## src/shared/tx_dma_write_map.vh

```
// Register map and field layout of the transmit DMA write channel.
// Assumes the includer uses these as plain constants; definitions only.
`ifndef TX_DMA_WRITE_MAP_VH
`define TX_DMA_WRITE_MAP_VH

// Register offset
`define TDW_CFG_ADDR 12'h0118
// Status register holding request, fifo and channel state
`define TDW_STAT_ADDR 12'h0119
// Config field positions
`define TDW_RST_BIT 7
`define TDW_ENB_BIT 6
`define TDW_STYLE_BIT 5
`define TDW_SEL_HI 2
`define TDW_SEL_LO 0
// Config reset value
`define TDW_CFG_RESET 8'h00
// Writable bits mask: bits 4 and 3 are reserved
`define TDW_CFG_MASK 8'hE7
// Pin filter depth: three flops, last two agree
`define TDW_SYNC_LEN 3

`endif

```

## src/verilog/tx_dma_write.v

```verilog
// Transmit DMA write channel: request/acknowledge handshake toward an
// external DMA controller, strobe capture into a 4-word FIFO, config reg.
// Assumes strobe and acknowledge pins are asynchronous to core_clk_i and
// the data bus is stable while a strobe is low.
//
// Function
// - Rising edge of soft reset bit resets the write channel.
// - Enable bit, default 0, switches the write interface on or off.
// - Request only while the transmit buffer has room for a message.
// - Data flows only from external memory into transmit buffers.
// - A transfer cycle starts with the request output driven low.
// - Style bit 0 is direction plus read strobe, 1 is write strobe.
// - Three-bit channel select; code 000 is channel 0, 1xx reserved.
`timescale 1ns/1ps
`include "tx_dma_write_map.vh"
module tx_dma_write #(
    parameter DATA_W = 8,
    parameter FIFO_DEPTH = 4,
    parameter FIFO_AW = 2,
    parameter MY_CHANNEL = 3'h0
) (
    // Clock and reset
    input wire core_clk_i,
    input wire resetn_i,
    // Register port
    input wire [11:0] reg_addr_i,
    input wire [7:0] reg_wdata_i,
    input wire reg_wr_i,
    input wire reg_rd_i,
    output reg [7:0] reg_rdata_o,
    // DMA pins from the external controller
    output reg transfer_request_n_o,
    input wire transfer_acknowledge_n_i,
    input wire bus_wr_n_i,
    input wire bus_rd_n_i,
    input wire [DATA_W-1:0] bus_data_i,
    // Transmit buffer side
    input wire buffer_room_i,
    output reg buf_valid_o,
    input wire buf_ready_i,
    output reg [DATA_W-1:0] buf_data_o
);
    // Request state machine
    localparam ST_IDLE = 2'b00;
    localparam ST_REQ = 2'b01;
    localparam ST_XFER = 2'b10;

    reg [7:0] cfg_q;
    reg [1:0] state_q;
    reg [1:0] state_d;
    reg chan_rst_q;
    reg [`TDW_SYNC_LEN-1:0] ack_sync_q;
    reg [`TDW_SYNC_LEN-1:0] wr_sync_q;
    reg [`TDW_SYNC_LEN-1:0] rd_sync_q;
    reg ack_n_q;
    reg wr_n_q;
    reg rd_n_q;
    reg [DATA_W-1:0] data_q;
    reg strobe_q;
    wire enable;
    wire style_wr;
    wire chan_ok;
    wire run;
    wire rst_rise;
    wire strobe_fall;
    wire fifo_in_ready;
    wire fifo_out_valid;
    wire [DATA_W-1:0] fifo_out_data;
    wire [FIFO_AW:0] fifo_count;
    wire drain_ready;

    assign enable = cfg_q[`TDW_ENB_BIT];
    assign style_wr = cfg_q[`TDW_STYLE_BIT];
    // Reserved codes 1xx never match, so the channel stays idle
    assign chan_ok = (cfg_q[`TDW_SEL_HI:`TDW_SEL_LO] == MY_CHANNEL) &&
        !cfg_q[`TDW_SEL_HI];
    // Soft reset fires on a 0 to 1 write of the reset bit
    assign rst_rise = reg_wr_i && (reg_addr_i == `TDW_CFG_ADDR) &&
        reg_wdata_i[`TDW_RST_BIT] && !cfg_q[`TDW_RST_BIT];
    assign run = enable && chan_ok && !chan_rst_q;

    // Config register; reserved bits stay zero
    always @(posedge core_clk_i or negedge resetn_i) begin
        if (!resetn_i) begin
            cfg_q <= `TDW_CFG_RESET;
        end else if (reg_wr_i && reg_addr_i == `TDW_CFG_ADDR) begin
            cfg_q <= reg_wdata_i & `TDW_CFG_MASK;
        end
    end

    // One-cycle channel reset pulse, kept apart from the global reset
    always @(posedge core_clk_i or negedge resetn_i) begin
        if (!resetn_i)
            chan_rst_q <= 1'b0;
        else
            chan_rst_q <= rst_rise;
    end

    // Register read data, valid the cycle after the read strobe
    always @(posedge core_clk_i or negedge resetn_i) begin
        if (!resetn_i) begin
            reg_rdata_o <= 8'h00;
        end else if (reg_rd_i) begin
            case (reg_addr_i)
                `TDW_CFG_ADDR: reg_rdata_o <= cfg_q;
                `TDW_STAT_ADDR: reg_rdata_o <= {2'h0, fifo_count,
                    !transfer_request_n_o, state_q};
                default: reg_rdata_o <= 8'h00;
            endcase
        end else begin
            reg_rdata_o <= 8'h00;
        end
    end

    // Three-flop filters on the pins; a level is taken once the last
    // two stages agree, which rejects a single-cycle glitch
    always @(posedge core_clk_i or negedge resetn_i) begin
        if (!resetn_i) begin
            ack_sync_q <= {`TDW_SYNC_LEN{1'b1}};
            wr_sync_q <= {`TDW_SYNC_LEN{1'b1}};
            rd_sync_q <= {`TDW_SYNC_LEN{1'b1}};
            ack_n_q <= 1'b1;
            wr_n_q <= 1'b1;
            rd_n_q <= 1'b1;
        end else begin
            ack_sync_q <= {ack_sync_q[1:0], transfer_acknowledge_n_i};
            wr_sync_q <= {wr_sync_q[1:0], bus_wr_n_i};
            rd_sync_q <= {rd_sync_q[1:0], bus_rd_n_i};
            if (ack_sync_q[1] == ack_sync_q[2])
                ack_n_q <= ack_sync_q[2];
            if (wr_sync_q[1] == wr_sync_q[2])
                wr_n_q <= wr_sync_q[2];
            if (rd_sync_q[1] == rd_sync_q[2])
                rd_n_q <= rd_sync_q[2];
        end
    end

    // Strobe selected by the style bit
    // Write strobe style takes words on write low
    // Direction style takes words on read low with write high
    wire strobe_n = style_wr ? (wr_n_q & rd_n_q) | wr_n_q :
        rd_n_q | !wr_n_q;
    assign strobe_fall = !strobe_n && strobe_q;

    // Capture data when the strobe is first seen low; the bus has been
    // stable for the filter delay by then
    always @(posedge core_clk_i or negedge resetn_i) begin
        if (!resetn_i) begin
            strobe_q <= 1'b1;
            data_q <= {DATA_W{1'b0}};
        end else begin
            strobe_q <= strobe_n;
            if (strobe_fall)
                data_q <= bus_data_i;
        end
    end

    // Handshake: request while room exists, transfer after acknowledge
    always @* begin
        state_d = state_q;
        case (state_q)
            ST_IDLE: if (run && buffer_room_i && fifo_in_ready)
                state_d = ST_REQ;
            ST_REQ: begin
                if (!run || !buffer_room_i)
                    state_d = ST_IDLE;
                else if (!ack_n_q)
                    state_d = ST_XFER;
            end
            ST_XFER: begin
                if (!run || ack_n_q)
                    state_d = ST_IDLE;
            end
            default: state_d = ST_IDLE;
        endcase
    end

    // Words pushed only during an acknowledged transfer, inbound only
    wire push = (state_q == ST_XFER) && run && !ack_n_q &&
        strobe_fall;

    always @(posedge core_clk_i or negedge resetn_i) begin
        if (!resetn_i) begin
            state_q <= ST_IDLE;
            transfer_request_n_o <= 1'b1;
        end else begin
            state_q <= state_d;
            // Request low starts the cycle; dropped when the FIFO fills
            // so the controller pauses instead of overrunning it
            transfer_request_n_o <= !(run && buffer_room_i &&
                fifo_in_ready && state_d != ST_IDLE);
        end
    end

    // Data pipe into the transmit buffer through the FIFO; the push sits
    // one cycle behind capture so the stored word is the captured one
    reg push_q;
    always @(posedge core_clk_i or negedge resetn_i) begin
        if (!resetn_i)
            push_q <= 1'b0;
        else
            push_q <= push && !chan_rst_q;
    end

    tdw_fifo #(
        .WIDTH(DATA_W),
        .DEPTH(FIFO_DEPTH),
        .AW(FIFO_AW)
    ) u_fifo (
        .core_clk_i(core_clk_i),
        .resetn_i(resetn_i),
        .flush_i(chan_rst_q),
        .in_valid_i(push_q),
        .in_ready_o(fifo_in_ready),
        .in_data_i(data_q),
        .out_valid_o(fifo_out_valid),
        .out_ready_i(drain_ready),
        .out_data_o(fifo_out_data),
        .count_o(fifo_count)
    );

    // Registered output stage; takes a word when empty or being taken
    assign drain_ready = !buf_valid_o || buf_ready_i;
    always @(posedge core_clk_i or negedge resetn_i) begin
        if (!resetn_i) begin
            buf_valid_o <= 1'b0;
            buf_data_o <= {DATA_W{1'b0}};
        end else if (chan_rst_q) begin
            buf_valid_o <= 1'b0;
        end else if (drain_ready) begin
            buf_valid_o <= fifo_out_valid;
            if (fifo_out_valid)
                buf_data_o <= fifo_out_data;
        end
    end
endmodule // tx_dma_write

```

## src/verilog/tdw_fifo.v

```verilog
// Small flip-flop FIFO with valid/ready on both sides.
// Assumes one clock and an asynchronous active-low reset.
`timescale 1ns/1ps
module tdw_fifo #(
    parameter WIDTH = 8,
    parameter DEPTH = 4,
    parameter AW = 2
) (
    // Clock and reset
    input wire core_clk_i,
    input wire resetn_i,
    input wire flush_i,
    // Fill side
    input wire in_valid_i,
    output wire in_ready_o,
    input wire [WIDTH-1:0] in_data_i,
    // Drain side
    output wire out_valid_o,
    input wire out_ready_i,
    output wire [WIDTH-1:0] out_data_o,
    // Occupancy
    output wire [AW:0] count_o
);
    reg [WIDTH-1:0] mem_q [0:DEPTH-1];
    reg [AW-1:0] wr_q;
    reg [AW-1:0] rd_q;
    reg [AW:0] cnt_q;
    wire push;
    wire pop;

    assign in_ready_o = (cnt_q != DEPTH[AW:0]);
    assign out_valid_o = (cnt_q != {(AW+1){1'b0}});
    assign out_data_o = mem_q[rd_q];
    assign count_o = cnt_q;
    assign push = in_valid_i & in_ready_o;
    assign pop = out_valid_o & out_ready_i;

    // Pointers and count; flush drops everything held
    always @(posedge core_clk_i or negedge resetn_i) begin
        if (!resetn_i) begin
            wr_q <= {AW{1'b0}};
            rd_q <= {AW{1'b0}};
            cnt_q <= {(AW+1){1'b0}};
        end else if (flush_i) begin
            wr_q <= {AW{1'b0}};
            rd_q <= {AW{1'b0}};
            cnt_q <= {(AW+1){1'b0}};
        end else begin
            if (push)
                wr_q <= (wr_q == DEPTH[AW-1:0] - 1'b1) ? {AW{1'b0}} :
                    wr_q + 1'b1;
            if (pop)
                rd_q <= (rd_q == DEPTH[AW-1:0] - 1'b1) ? {AW{1'b0}} :
                    rd_q + 1'b1;
            if (push && !pop)
                cnt_q <= cnt_q + 1'b1;
            else if (pop && !push)
                cnt_q <= cnt_q - 1'b1;
        end
    end

    // Storage needs no reset; valid is tracked by the count
    always @(posedge core_clk_i) begin
        if (push)
            mem_q[wr_q] <= in_data_i;
    end
endmodule // tdw_fifo

```

## config.mk

```make
export PLATFORM = sky130hd
export DESIGN_NAME = tx_dma_write
export DESIGN_NICKNAME = d
export VERILOG_FILES = /design/src/verilog/tx_dma_write.v /design/src/verilog/tdw_fifo.v
export VERILOG_INCLUDE_DIRS = /design/src /design/src/shared
export SDC_FILE = /design/constraint.sdc
export NUM_CORES = 1
export LEC_CHECK = 0
export BUFFER_PORTS_ARGS = -buffer_cell sky130_fd_sc_hd__buf_2
export CAP_MARGIN = 25
export CORE_UTILIZATION = 60
export CTS_CLUSTER_SIZE = 24
export DETAILED_ROUTE_END_ITERATION = 10
export GPL_ROUTABILITY_DRIVEN = 0
export PLACE_DENSITY = 0.84
export SKIP_CTS_REPAIR_TIMING = 1
export SLEW_MARGIN = 30
export SYNTH_ARGS = -nofsm -noshare
export SYNTH_HDL_FRONTEND = slang
export SYNTH_SLANG_ARGS = --single-unit
```

## constraint.sdc

```tcl
create_clock -name core_clk_i -period 6.35 [get_ports core_clk_i]
set_clock_uncertainty 0.05 [all_clocks]
set_input_delay 0.3175 -clock core_clk_i [delete_from_list [all_inputs] [get_ports core_clk_i]]
set_output_delay 0.3175 -clock core_clk_i [all_outputs]
set_load 0.01 [all_outputs]
```

; ---- After elaboration in Yosys (flattened, before gate mapping)
; Memories as Yosys holds them, arrays and structs flattened. A register that Yosys moved wholly into a read port is not among the register bits.
; Index checks and enable logic that the tools add are counted.
[word_totals]
elab_cells = 102
inputBits = 37
latch_bits = 0
ram_bits = 32
register_bits = 48
memories = 1
mem_bits_ro = 0
output_inout_bits = 18
[op_classes]
n_mul = 0
n_addsub = 4
n_mux = 21
bitwise = 6
eq_ne = 10
order_cmp = 0
n_shift = 0
div = 0
n_reduce_logical = 42
[memory_table]
columns = name, words, word_bits, read_ports, rd_ports_with_merged_regs, wr, line
row1 = u_fifo.mem_q, 4, 8, 1, 1, 1, tdw_fifo.v:24  ; reg [WIDTH-1:0] mem_q [0:DEPTH-1];
[ops]
columns = operator, count
row1 = $eq A12 B9 Y1 const B, 2
row2 = $mux W2, 10
row3 = $logic_and A1 B1 Y1, 16
row4 = $pmux W8 S2, 1
row5 = $logic_not A1 Y1, 14
row6 = $mux W3, 3
row7 = $mux W8, 1
row8 = $reduce_bool A2 Y1, 4
row9 = $eq A2 B2 Y1 const B, 3
row10 = $pmux W2 S3, 1
row11 = $reduce_bool A3 Y1, 2
row12 = $mux W1, 5
row13 = $add A2 B1 Y2 const B, 2
row14 = $add A3 B1 Y3 const B, 1
row15 = $and A1 B1 Y1, 3
row16 = $eq A1 B1 Y1, 3
row17 = $logic_not A3 Y1, 1
row18 = $logic_or A1 B1 Y1, 3
row19 = $ne A3 B3 Y1 const B, 1
row20 = $reduce_and A3 Y1, 1
row21 = $sub A3 B1 Y3 const B, 1
row22 = $eq A2 B1 Y1 const B, 1
row23 = $logic_not A2 Y1, 1
row24 = $or A1 B1 Y1, 2
row25 = $not A1 Y1, 1

; ---- Logic depth before layout (Yosys ltp)
; Gate-level depths: netlist of the first run.
[logic_depth]
word_depth = 11
depth_mapped = 9
mapped_depth_nobuf = 8

; ---- Hierarchy
; Synthesis of the first run repeated with hierarchy kept, for this count alone.
[unflattened]
cells_unflattened = 227
area_unflattened_um2 = 3598.5
[modules_own_cells]
columns = mod, cells_per_inst, instances, area_each_um2, seq_area_each_um2
row1 = tx_dma_write, 122, 1, 1866.8, 1243.7
row2 = tdw_fifo, 105, 1, 1731.7, 1136.1

; ---- Worst setup path before layout of the first run
; OpenSTA, ideal clock, no wires.
[synth_path]
path_type = reg-to-reg
from = register u_fifo.cnt_q[0] (netlist: u_fifo.count_o[0])
to = register u_fifo.cnt_q[2] (netlist: u_fifo.count_o[2])
path_stages_with_launch = 10
synth_period_minus_slack_ps = 2088
t_arrival_ps = 1904
setup_time_ps = 135
n_path_buf = 1
setup_slack_ps = 4262
required_time_ps = 6165
cell_sequence = dfrtp_1 > or3b_1 > buf_6 > nand2_4 > nor2_1 > fa_1 > inv_1 > o2111a_1 > o21ai_0 > nor3b_2
[synth_between]
elab_chain_len = 6
word_cells_on_any_way = 14
cone_classes = add/sub: 2 / eq/ne: 1 / mux: 3 / bitwise: 2 / reduce/logical: 6
[synth_lines]
columns = item, line
row1 = from (decl), tdw_fifo.v:27  ; reg [AW:0] cnt_q;
row2 = from (signal assigned), tdw_fifo.v:43  ; cnt_q <= {(AW+1){1'b0}};
row3 = from (signal assigned), tdw_fifo.v:47  ; cnt_q <= {(AW+1){1'b0}};
row4 = from (signal assigned), tdw_fifo.v:56  ; cnt_q <= cnt_q + 1'b1;
row5 = "parallel branches: the longest is 6 deep, another holds $sub A3 B1 Y3", -
; Several ways; the timed one is not identified. The select of a mux whose other input is x is not followed.
; A chain may end at the register's enable or synchronous reset.

; ---- Worst setup path in the final report of the first run
; Ends and elaborated chain as after synthesis.

==> results.json, run 1 <==
{
  "path_class": "reg2reg",
  "grt_max_degree": 57,
  "nets": 315,
  "cp_slowest_stage_delay_ns": 0.57,
  "synth_edf_count": 32,
  "synth.distinct_cells": 43,
  "dp_slack_ns": 4.031,
  "ys.flop_type": "dfrtp_1",
  "status": "completed",
  "cp-end-kind": "register",
  "core_area_mm2": 0.005540,
  "drtIter0Drc": 86,
  "cts-root-buf": "clkbuf_8",
  "avgViaCountPerCell": 5.449,
  "ys_seq_area_frac": 0.6881,
  "fmax_ghz": 0.4306,
  "slew_headroom": 0.5376,
  "drive_gt1_frac": 0.4496,
  "grt_pass1_wl_um": 9149,
  "synthesis.area_mm2": 0.003458,
  "first_global_vias": 1902,
  "fp.dieArea_mm2": 0.006072,
  "syn-num-nets": 254,
  "routed_wl_um": 5659,
  "dr_total_vias": 1907,
  "crit_buf_inv": 1,
  "drtAntennaViolNets": 0,
  "critPathArrivalTime_ns": 2.50,
  "drt_pass1_iterations": 4,
  "yosys_warnings": 0,
  "peakVddDrop_mv": 0.1839,
  "r2r-end": "u_fifo.count_o[2]$_DFFE_PN0P_",
  "required_ns": 6.53,
  "portBuffers": 52,
  "drc": 0,
  "rrSetupSlack_ns": 4.03,
  "reg2reg_from": "u_fifo.count_o[0]$_DFFE_PN0P_",
  "cp_slowest_cell": "or3b_1",
  "numCtsBuffers": 9,
  "die_h_um": 77.92,
  "worst_slew_pin_slew_ns": 0.6936,
  "period_minus_slack_ns": 2.323,
  "setup_viol": 0,
  "finalHoldViolCount": 0,
  "fin_ws_ns": 4.027,
  "track_usage": 0.2097,
  "rsz0062_at_grt": "false",
  "cts_max_path_buffers": 2,
  "p_total_mw": 1.480,
  "n_antenna_cell": 0,
  "drv_slew": 0,
  "die_x_um": 77.92,
  "num-fill-cells": 361,
  "fin_setup_tns_ns": 0,
  "grt.overflow.total": 0,
  "synth-seq-cells": 88,
  "htreeDepth": 3,
  "start_util": 0.6242,
  "clk_latency_ns": 0.35,
  "grt_antenna_before_repair": 0,
  "path_delay_family": "simple AND/OR/NAND/NOR gates",
  "drv_cap": 0,
  "cts_tree": "done",
  "p_leak_nw": 1.708,
  "io_pins": 55,
  "cp-start-kind": "register",
  "dp_hpwl_um": 3687,
  "cp_max_fo": 9,
  "hold_path_class": "in2async",
  "synthCells": 212,
  "fin_crit_sh": 0.3658,
  "pwr_density_cell_mw_per_mm2": 364.8,
  "clk_pin_slew_ns": 0.09,
  "rows": 27,
  "syn_to_final_growth_pct": 17.29,
  "cts.sinks": 88,
  "async_flop_share": 0.6364,
  "synth.avg_cell_area_um2": 16.31,
  "reg2reg_depth": 8,
  "crit_chain": "or3b_1 -> nand2_4 -> nor2_1 -> fa_1 -> inv_1 -> o2111a_1 -> o21ai_0 -> nor3b_2",
  "wl_per_cell_um": 16.17
}
==> cell usage after synthesis (2+ instances only) <==
library cell,instances,share of area
nor4b_1,2,0.0051
dfrtp_1,42,0.30
nor3_1,5,0.0072
and3_2,4,0.0087
maj3_1,3,0.0087
dfstp_2,14,0.11
nand4_1,3,0.0054
inv_1,7,0.0076
and2_1,2,0.0036
mux2_2,24,0.078
clkbuf_1,2,0.0022
edfxtp_1,32,0.28
nand2b_1,4,0.0072
a21oi_1,3,0.0043
mux2i_1,5,0.014
o21ai_0,2,0.0029
nor3b_1,2,0.0043
ha_1,4,0.014
mux4_2,8,0.052
nand2_1,4,0.0043
nor2_1,16,0.017
xnor2_1,2,0.0051
buf_2,2,0.0029
==> logic make-up (layout without fill, tap and decap cells) <==
logic type      after synthesis  in the layout  synth area share
buf+inv                      13             79           0.01701
simple gates                 54             54           0.09045
fa+ha+maj                     8              8           0.02894
compound gates                9              9           0.02316
mux                          37             37            0.1447
flops                        88             88            0.6881
xor+xnor                      3              3          0.007599
==> how the worst max path moves through the flow <==
stage                                  startpoint                       endpoint  slack, ns  cells after the start
floorplan           u_fifo.count_o[0]$_DFFE_PN0P_  u_fifo.count_o[2]$_DFFE_PN0P_       4.26                      9
global placement    u_fifo.count_o[0]$_DFFE_PN0P_  u_fifo.count_o[2]$_DFFE_PN0P_       4.08                      8
detailed placement  u_fifo.count_o[0]$_DFFE_PN0P_  u_fifo.count_o[2]$_DFFE_PN0P_       4.03                      8
CTS                 u_fifo.count_o[0]$_DFFE_PN0P_  u_fifo.count_o[2]$_DFFE_PN0P_       4.02                      8
global route        u_fifo.count_o[0]$_DFFE_PN0P_  u_fifo.count_o[2]$_DFFE_PN0P_       3.93                      8
finish              u_fifo.count_o[0]$_DFFE_PN0P_  u_fifo.count_o[2]$_DFFE_PN0P_       4.03                      8
==> through the flow <==
stage	util	hold WS, ns	cell area, um^2	instances
global placement	0.6829	0.2957	3784	331
global route	0.7322	0.09418	4056	350
finish	0.7322	0.02431	4056	350
floorplan	-	-0.02809	3458	212
detailed placement	0.6829	0.2976	3784	331
CTS	0.7267	-0.005621	4026	347
==> cells in the final DEF, fill, tap and decap left out, types with 2 or more instances in the layout <==
master and instances:
a21oi_1 3, and3_2 4, clkinvlp_4 2, clkbuf_8 9, nor3_1 5, nand4_1 3
nor2_1 16, ha_1 4, buf_2 52, maj3_1 3, dlygate4sd3_1 3, nor3b_1 2
nor4b_1 2, xnor2_1 2, mux4_2 8, and2_1 2, o21ai_0 2, inv_1 7
dfstp_2 14, mux2_2 24, nand2b_1 4, dfrtp_1 42, nand2_1 4, bufinv_16 3
edfxtp_1 32, mux2i_1 5
==> where the power goes <==
group          switching [mW]  internal (mW)  total [mW]
registers              0.0735          0.676       0.750
clock network           0.195          0.262       0.457
logic                   0.118          0.155       0.274
total                   0.387           1.09        1.48
==> state kept, by name (all words and copies together) (netlist names) <==
| register | flops |
|---|---|
| ack_n_q | 1 |
| ack_sync_q | 3 |
| buf_data_o | 8 |
| buf_valid_o | 1 |
| cfg_q | 6 |
| chan_rst_q | 1 |
| data_q | 8 |
| push_q | 1 |
| rd_n_q | 1 |
| rd_sync_q | 3 |
| reg_rdata_o | 8 |
| state_q | 2 |
| strobe_q | 1 |
| transfer_request_n_o | 1 |
| u_fifo.count_o | 3 |
| u_fifo.mem_q | 32 |
| u_fifo.rd_q | 2 |
| u_fifo.wr_q | 2 |
| wr_n_q | 1 |
| wr_sync_q | 3 |
==> final cells by class <==
| class | instances | area (um^2) | share of cell area |
|---|---|---|---|
| Sequential cell | 88 | 2380 | 0.5867 |
| Inverter | 7 | 26.28 | 0.006477 |
| Tap cell | 72 | 90.09 | 0.02221 |
| Timing Repair Buffer | 56 | 297.8 | 0.07341 |
| Clock buffer | 9 | 123.9 | 0.03054 |
| Clock inverter | 7 | 118.9 | 0.02930 |
| Multi-Input combinational cell | 111 | 1020 | 0.2514 |
==> per-layer routing <==
metal | GRT usage | vias up | part of all wire
met2 | 0.3469 | 55 | 0.52
met1 | 0.2563 | 950 | 0.42
met5 | 0 | - | 0
li1 | - | 894 | -
met3 | 0.05529 | 8 | 0.039
met4 | 0.1056 | 0 | 0.014
(Power assumes the default switching activity.)
==> run 2, diff against run 1 <==
CORE_UTILIZATION = 50   (was 60)
PLACE_DENSITY = 0.75   (was 0.84)
clock period = 2.05 ns   (was 6.35 ns; I/O delays follow)
==> run 2 against run 1 <==
Effect of this change: global-route usage decreased by 3.7 points; critical path depth unchanged; worst setup slack got worse by 4.0 ns; register-to-register slack got worse by 4.0 ns; via count increased by 3.4%; wire length increased by 6.0%; first-iteration DRC count increased by 1.2%; final area increased by 4.8%.
==> results.json, run 2 (synthesis results as in run 1) <==
{
  "status": "completed",
  "fin_setup_tns_ns": 0,
  "final_cell_mix": "buf_2 (52), dfrtp_1 (42), edfxtp_1 (32)",
  "hold_path_class": "in2reg",
  "drc": 0,
  "n_antenna_cell": 0,
  "drtAntennaViolNets": 0,
  "numCtsBuffers": 9,
  "drive_gt1_frac": 0.4422,
  "cp_max_fo": 5,
  "dr_total_vias": 1971,
  "pwr_density_cell_mw_per_mm2": 1035,
  "critPathArrivalTime_ns": 2.15,
  "design_area_mm2": 0.004252,
  "routed_wl_um": 5998,
  "drtIter0Drc": 87,
  "clk_pin_slew_ns": 0.08,
  "r2r-end": "u_fifo.count_o[2]$_DFFE_PN0P_",
  "grt_antenna_before_repair": 0,
  "rows": 29,
  "drv_cap": 0,
  "avgViaCountPerCell": 5.187,
  "dp_hpwl_um": 4001,
  "syn_to_final_growth_pct": 22.94,
  "fmax_ghz": 0.5063,
  "fp.dieArea_mm2": 0.007253,
  "setup_viol": 0,
  "period_minus_slack_ns": 1.975,
  "reg2reg_from": "u_fifo.count_o[0]$_DFFE_PN0P_",
  "grt.overflow.total": 0,
  "finalHoldViolCount": 0,
  "first_global_vias": 1913,
  "cp-end-kind": "register",
  "peakVddDrop_mv": 0.6012,
  "slew_headroom": 0.5973,
  "drt_pass1_iterations": 4,
  "grt_pass1_wl_um": 9156,
  "cp-start-kind": "register",
  "grt_max_degree": 33,
  "p_leak_nw": 1.798,
  "rsz0062_at_grt": "false",
  "place_area_mm2": 0.003865,
  "required_ns": 2.23,
  "die_h_um": 85.17,
  "fin_util": 0.6546,
  "wl_per_cell_um": 15.78,
  "track_usage": 0.1731,
  "htreeDepth": 3,
  "regMostFlops": "u_fifo.mem_q",
  "clk_latency_ns": 0.34,
  "hold_path_depth": 2,
  "reg2reg_depth": 8,
  "hold_start": "reg_addr_i[0]",
  "nets": 340,
  "die_x_um": 85.17,
  "cts_max_path_buffers": 2,
  "start_util": 0.5325,
  "portBuffers": 52,
  "fin_crit_sh": 0.9634,
  "io_pins": 55,
  "worst_slew_pin_slew_ns": 0.6040,
  "path_class": "reg2reg",
  "cts.sinks": 88,
  "rrSetupSlack_ns": 0.08,
  "drv_slew": 0,
  "largest_register_ff_count": 32,
  "final_common_cell": "buf_2",
  "cts_tree": "done",
  "cts-root-buf": "clkbuf_8",
  "min_to": "reg_rdata_o[2]$_DFF_PN0_",
  "core_area_mm2": 0.006495
}
==> run 2: cell count changes in the layout (fill, tap and decap cells not counted), sizes merged <==
cell / delta
buf: +9
dlygate4sd3: +16
clkbuf: +5
inv: -1
clkinvlp: -1
bufinv: -3
==> run 2: how the worst max path moves through the flow <==
stage	start	endpoint	slack [ns]	cells after the start
2_1_floorplan	u_fifo.count_o[1]$_DFFE_PN0P_	u_fifo.count_o[2]$_DFFE_PN0P_	0.04	9
3_3_place_gp	u_fifo.count_o[1]$_DFFE_PN0P_	u_fifo.count_o[2]$_DFFE_PN0P_	0.07	8
3_5_place_dp	u_fifo.count_o[1]$_DFFE_PN0P_	u_fifo.count_o[2]$_DFFE_PN0P_	0.04	8
4_1_cts	u_fifo.count_o[1]$_DFFE_PN0P_	u_fifo.count_o[2]$_DFFE_PN0P_	0.04	8
5_1_grt	u_fifo.count_o[0]$_DFFE_PN0P_	u_fifo.count_o[2]$_DFFE_PN0P_	0.006	8
6_report	u_fifo.count_o[0]$_DFFE_PN0P_	u_fifo.count_o[2]$_DFFE_PN0P_	0.08	8
==> run 2: per-layer routing <==
layer / track usage / up-vias / wire length (um)
met5: 0 / - / 0
met4: 0.08320 / 0 / 92
met3: 0.03696 / 9 / 164
met2: 0.2867 / 41 / 3144
met1: 0.2189 / 976 / 2597
li1: - / 945 / -
==> run 2: layout make-up <==
class	instances	area (um^2)
Multi-Input combinational cell	111	1025
Fill cell	461	2243
Inverter	7	26.28
Clock buffer	14	173.9
Tap cell	77	96.34
Clock inverter	2	12.51
Sequential cell	88	2380
Timing Repair Buffer	81	538.0
==> run 2: through the flow <==
step / hold WS, ns / std cells / setup WS [ns] / total power [mW]
2_1_floorplan: -0.2431 / 212 / 0.03678 / 2.960
3_3_place_gp: 0.08565 / 344 / 0.06814 / 3.234
3_5_place_dp: 0.09969 / 344 / 0.04227 / 3.287
4_1_cts: -0.2770 / 360 / 0.03770 / 4.388
5_1_grt: 0.01888 / 380 / 0.006242 / 4.624
6_report: 0.01933 / 380 / 0.07507 / 4.401
==> run 2: power by group <==
group	switching, mW	internal, mW
clock network	0.570	0.548
logic	0.448	0.575
registers	0.165	2.09
total	1.18	3.22
==> run 2: worst max-delay path, cell delays in order, from the launching register on <==
cell,delay [ns]
dfrtp_1,0.40
or3b_4,0.42
nand2_4,0.10
nor2_1,0.06
fa_2,0.33
inv_2,0.09
o2111a_1,0.19
o21ai_0,0.06
nor3b_2,0.15
==> run 3, diff against run 2 <==
CORE_MARGIN = 2   (was default)
CORE_UTILIZATION = 52   (was 50)
CTS_BUF_LIST = sky130_fd_sc_hd__clkbuf_8   (was default)
PLACE_DENSITY = 0.77   (was 0.75)
==> run 3 against run 2 <==
Effect of this change: via count grew 2.2%; combinational power is essentially flat; maximum frequency grew 2.0%; sequential power is essentially flat; global-route usage grew 0.95 points; first-iteration DRC count grew 1.1%; sequential share of layout area grew 0.099 points; final cell count grew 0.26%; utilization grew 1.0 points; non-clock buffer count grew 1; critical endpoint unchanged; largest cell class unchanged; largest power group unchanged.
==> results.json, run 3 (synthesis results as in run 1) <==
{
  "clk_latency_ns": 0.35,
  "dp_slack_ns": 0.07230,
  "dp_hpwl_um": 4178,
  "cts-root-buf": "clkbuf_8",
  "final_common_cell": "buf_2",
  "drt_pass1_iterations": 4,
  "reg2reg_depth": 8,
  "clkPwrFrac": 0.236,
  "final_cell_mix": "buf_2 (52), dfrtp_1 (42), edfxtp_1 (32)",
  "drtIter0Drc": 88,
  "critPathArrivalTime_ns": 2.13,
  "largest_register_ff_count": 32,
  "io_pins": 55,
  "hold_start": "reg_addr_i[0]",
  "dpl.cell_count": 346,
  "rsz0062_at_grt": "false",
  "cp_max_fo": 5,
  "cp-start-kind": "register",
  "required_ns": 2.24,
  "numCtsBuffers": 9,
  "fp.dieArea_mm2": 0.007319,
  "cts.sinks": 88,
  "regMostFlops": "u_fifo.mem_q",
  "peakVddDrop_mv": 0.6393,
  "htreeDepth": 3,
  "pwr_density_cell_mw_per_mm2": 1020,
  "slew_headroom": 0.6288,
  "drv_slew": 0,
  "rows": 29,
  "status": "completed",
  "routed_wl_um": 6116,
  "pwr-share-comb": 0.243,
  "grt_pass1_wl_um": 9804,
  "worst_slew_pin_slew_ns": 0.5428,
  "fin_setup_tns_ns": 0,
  "r2r-end": "u_fifo.count_o[2]$_DFFE_PN0P_",
  "endpoint": "u_fifo.count_o[2]$_DFFE_PN0P_",
  "p_switching_mw": 1.187,
  "track_usage": 0.1825,
  "portBuffers": 52,
  "swShare": 0.2743,
  "holdWs_ns": 0.004433,
  "num-fill-cells": 460,
  "n_antenna_cell": 0,
  "die_h_um": 85.55,
  "multi_input_area_mm2": 0.001030,
  "grt_max_degree": 35,
  "syn_to_final_growth_pct": 22.72,
  "fmax_ghz": 0.5166,
  "cts_tree": "done",
  "core_area_mm2": 0.006386,
  "start_util": 0.5415,
  "crit_start": "u_fifo.count_o[1]$_DFFE_PN0P_",
  "wl_per_cell_um": 16.05,
  "grt.overflow.total": 0,
  "p_leak_nw": 1.809,
  "period_minus_slack_ns": 1.936,
  "hold_path_class": "in2reg",
  "dr_total_vias": 2014,
  "rrSetupSlack_ns": 0.11,
  "grt_antenna_before_repair": 0,
  "setup_viol": 0,
  "cts_max_path_buffers": 2,
  "drtAntennaViolNets": 0,
  "finalHoldViolCount": 0,
  "reg2reg_from": "u_fifo.count_o[1]$_DFFE_PN0P_",
  "drc": 0,
  "path_class": "reg2reg",
  "internal_power_mw": 3.141,
  "register_area_mm2": 0.002380,
  "stdcell_count": 381,
  "avgViaCountPerCell": 5.286,
  "fin_ws_ns": 0.1142,
  "clk_pin_slew_ns": 0.08,
  "fin_crit_sh": 0.9443,
  "drv_cap": 0,
  "nets": 341,
  "seqPwrFrac": 0.520,
  "die_x_um": 85.55,
  "first_global_vias": 1986,
  "drive_gt1_frac": 0.4441,
  "cp-end-kind": "register"
}
run 3: cell types whose count changed in the layout (fill, tap and decap cells not counted), sizes merged:
cell / before / now
buf: 62 / 63
clkbuf: 14 / 10
clkinv: 1 / 3
clkinvlp: 1 / 0
inv: 7 / 10
run 3: critical path: stages, from the launching register on:
cell and delay (ns):
dfrtp_1 0.38, or3b_4 0.41, nand2_4 0.10, nor2_1 0.06, fa_2 0.34, inv_2 0.08
o2111a_1 0.19, o21ai_0 0.06, nor3b_2 0.15
run 3: stage by stage:
stage / util / area, um^2 / total power, mW
floorplan: - / 3461 / 2.960
global placement: 0.6076 / 3880 / 3.264
detailed placement: 0.6076 / 3880 / 3.309
CTS: 0.6336 / 4046 / 4.318
global route: 0.6646 / 4244 / 4.591
finish: 0.6646 / 4244 / 4.328
run 3: layer usage:
metal / GRT usage / vias up / share of wire
met4: 0.09812 / 0 / 0.024
met3: 0.04235 / 12 / 0.039
met1: 0.2416 / 1006 / 0.42
met2: 0.2834 / 49 / 0.51
met5: 0 / - / 0
li1: - / 947 / -
run 3: worst min path at each step:
stage                                     end  slack [ns]  depth (start not counted)
floorplan           buf_data_o[0]$_DFFE_PN0P_       -0.24                          0
global placement    buf_data_o[4]$_DFFE_PN0P_        0.06                          1
detailed placement  buf_data_o[4]$_DFFE_PN0P_        0.07                          1
CTS                 buf_data_o[4]$_DFFE_PN0P_       -0.31                          1
global route         reg_rdata_o[2]$_DFF_PN0_       0.008                          2
finish               reg_rdata_o[2]$_DFF_PN0_       0.004                          2
run 3: cell type report:
class,count,area share
repair buffers,82,0.1285
well taps,77,0.02270
clock buffers,10,0.03243
flip-flops and latches,88,0.5607
inverters,7,0.006191
clock inverters,6,0.006781
multi-input cells,111,0.2426
run 3: power groups by stage:
| stage | registers (mW) | clock network (mW) | logic (mW) |
|---|---|---|---|
| finish | 2.25 | 1.02 | 1.05 |
| global route | 2.29 | 1.13 | 1.16 |
| CTS | 2.26 | 1.04 | 1.02 |
| detailed placement | 2.29 | 0 | 1.02 |
| global placement | 2.28 | 0 | 0.989 |
| floorplan | 2.28 | 0 | 0.677 |
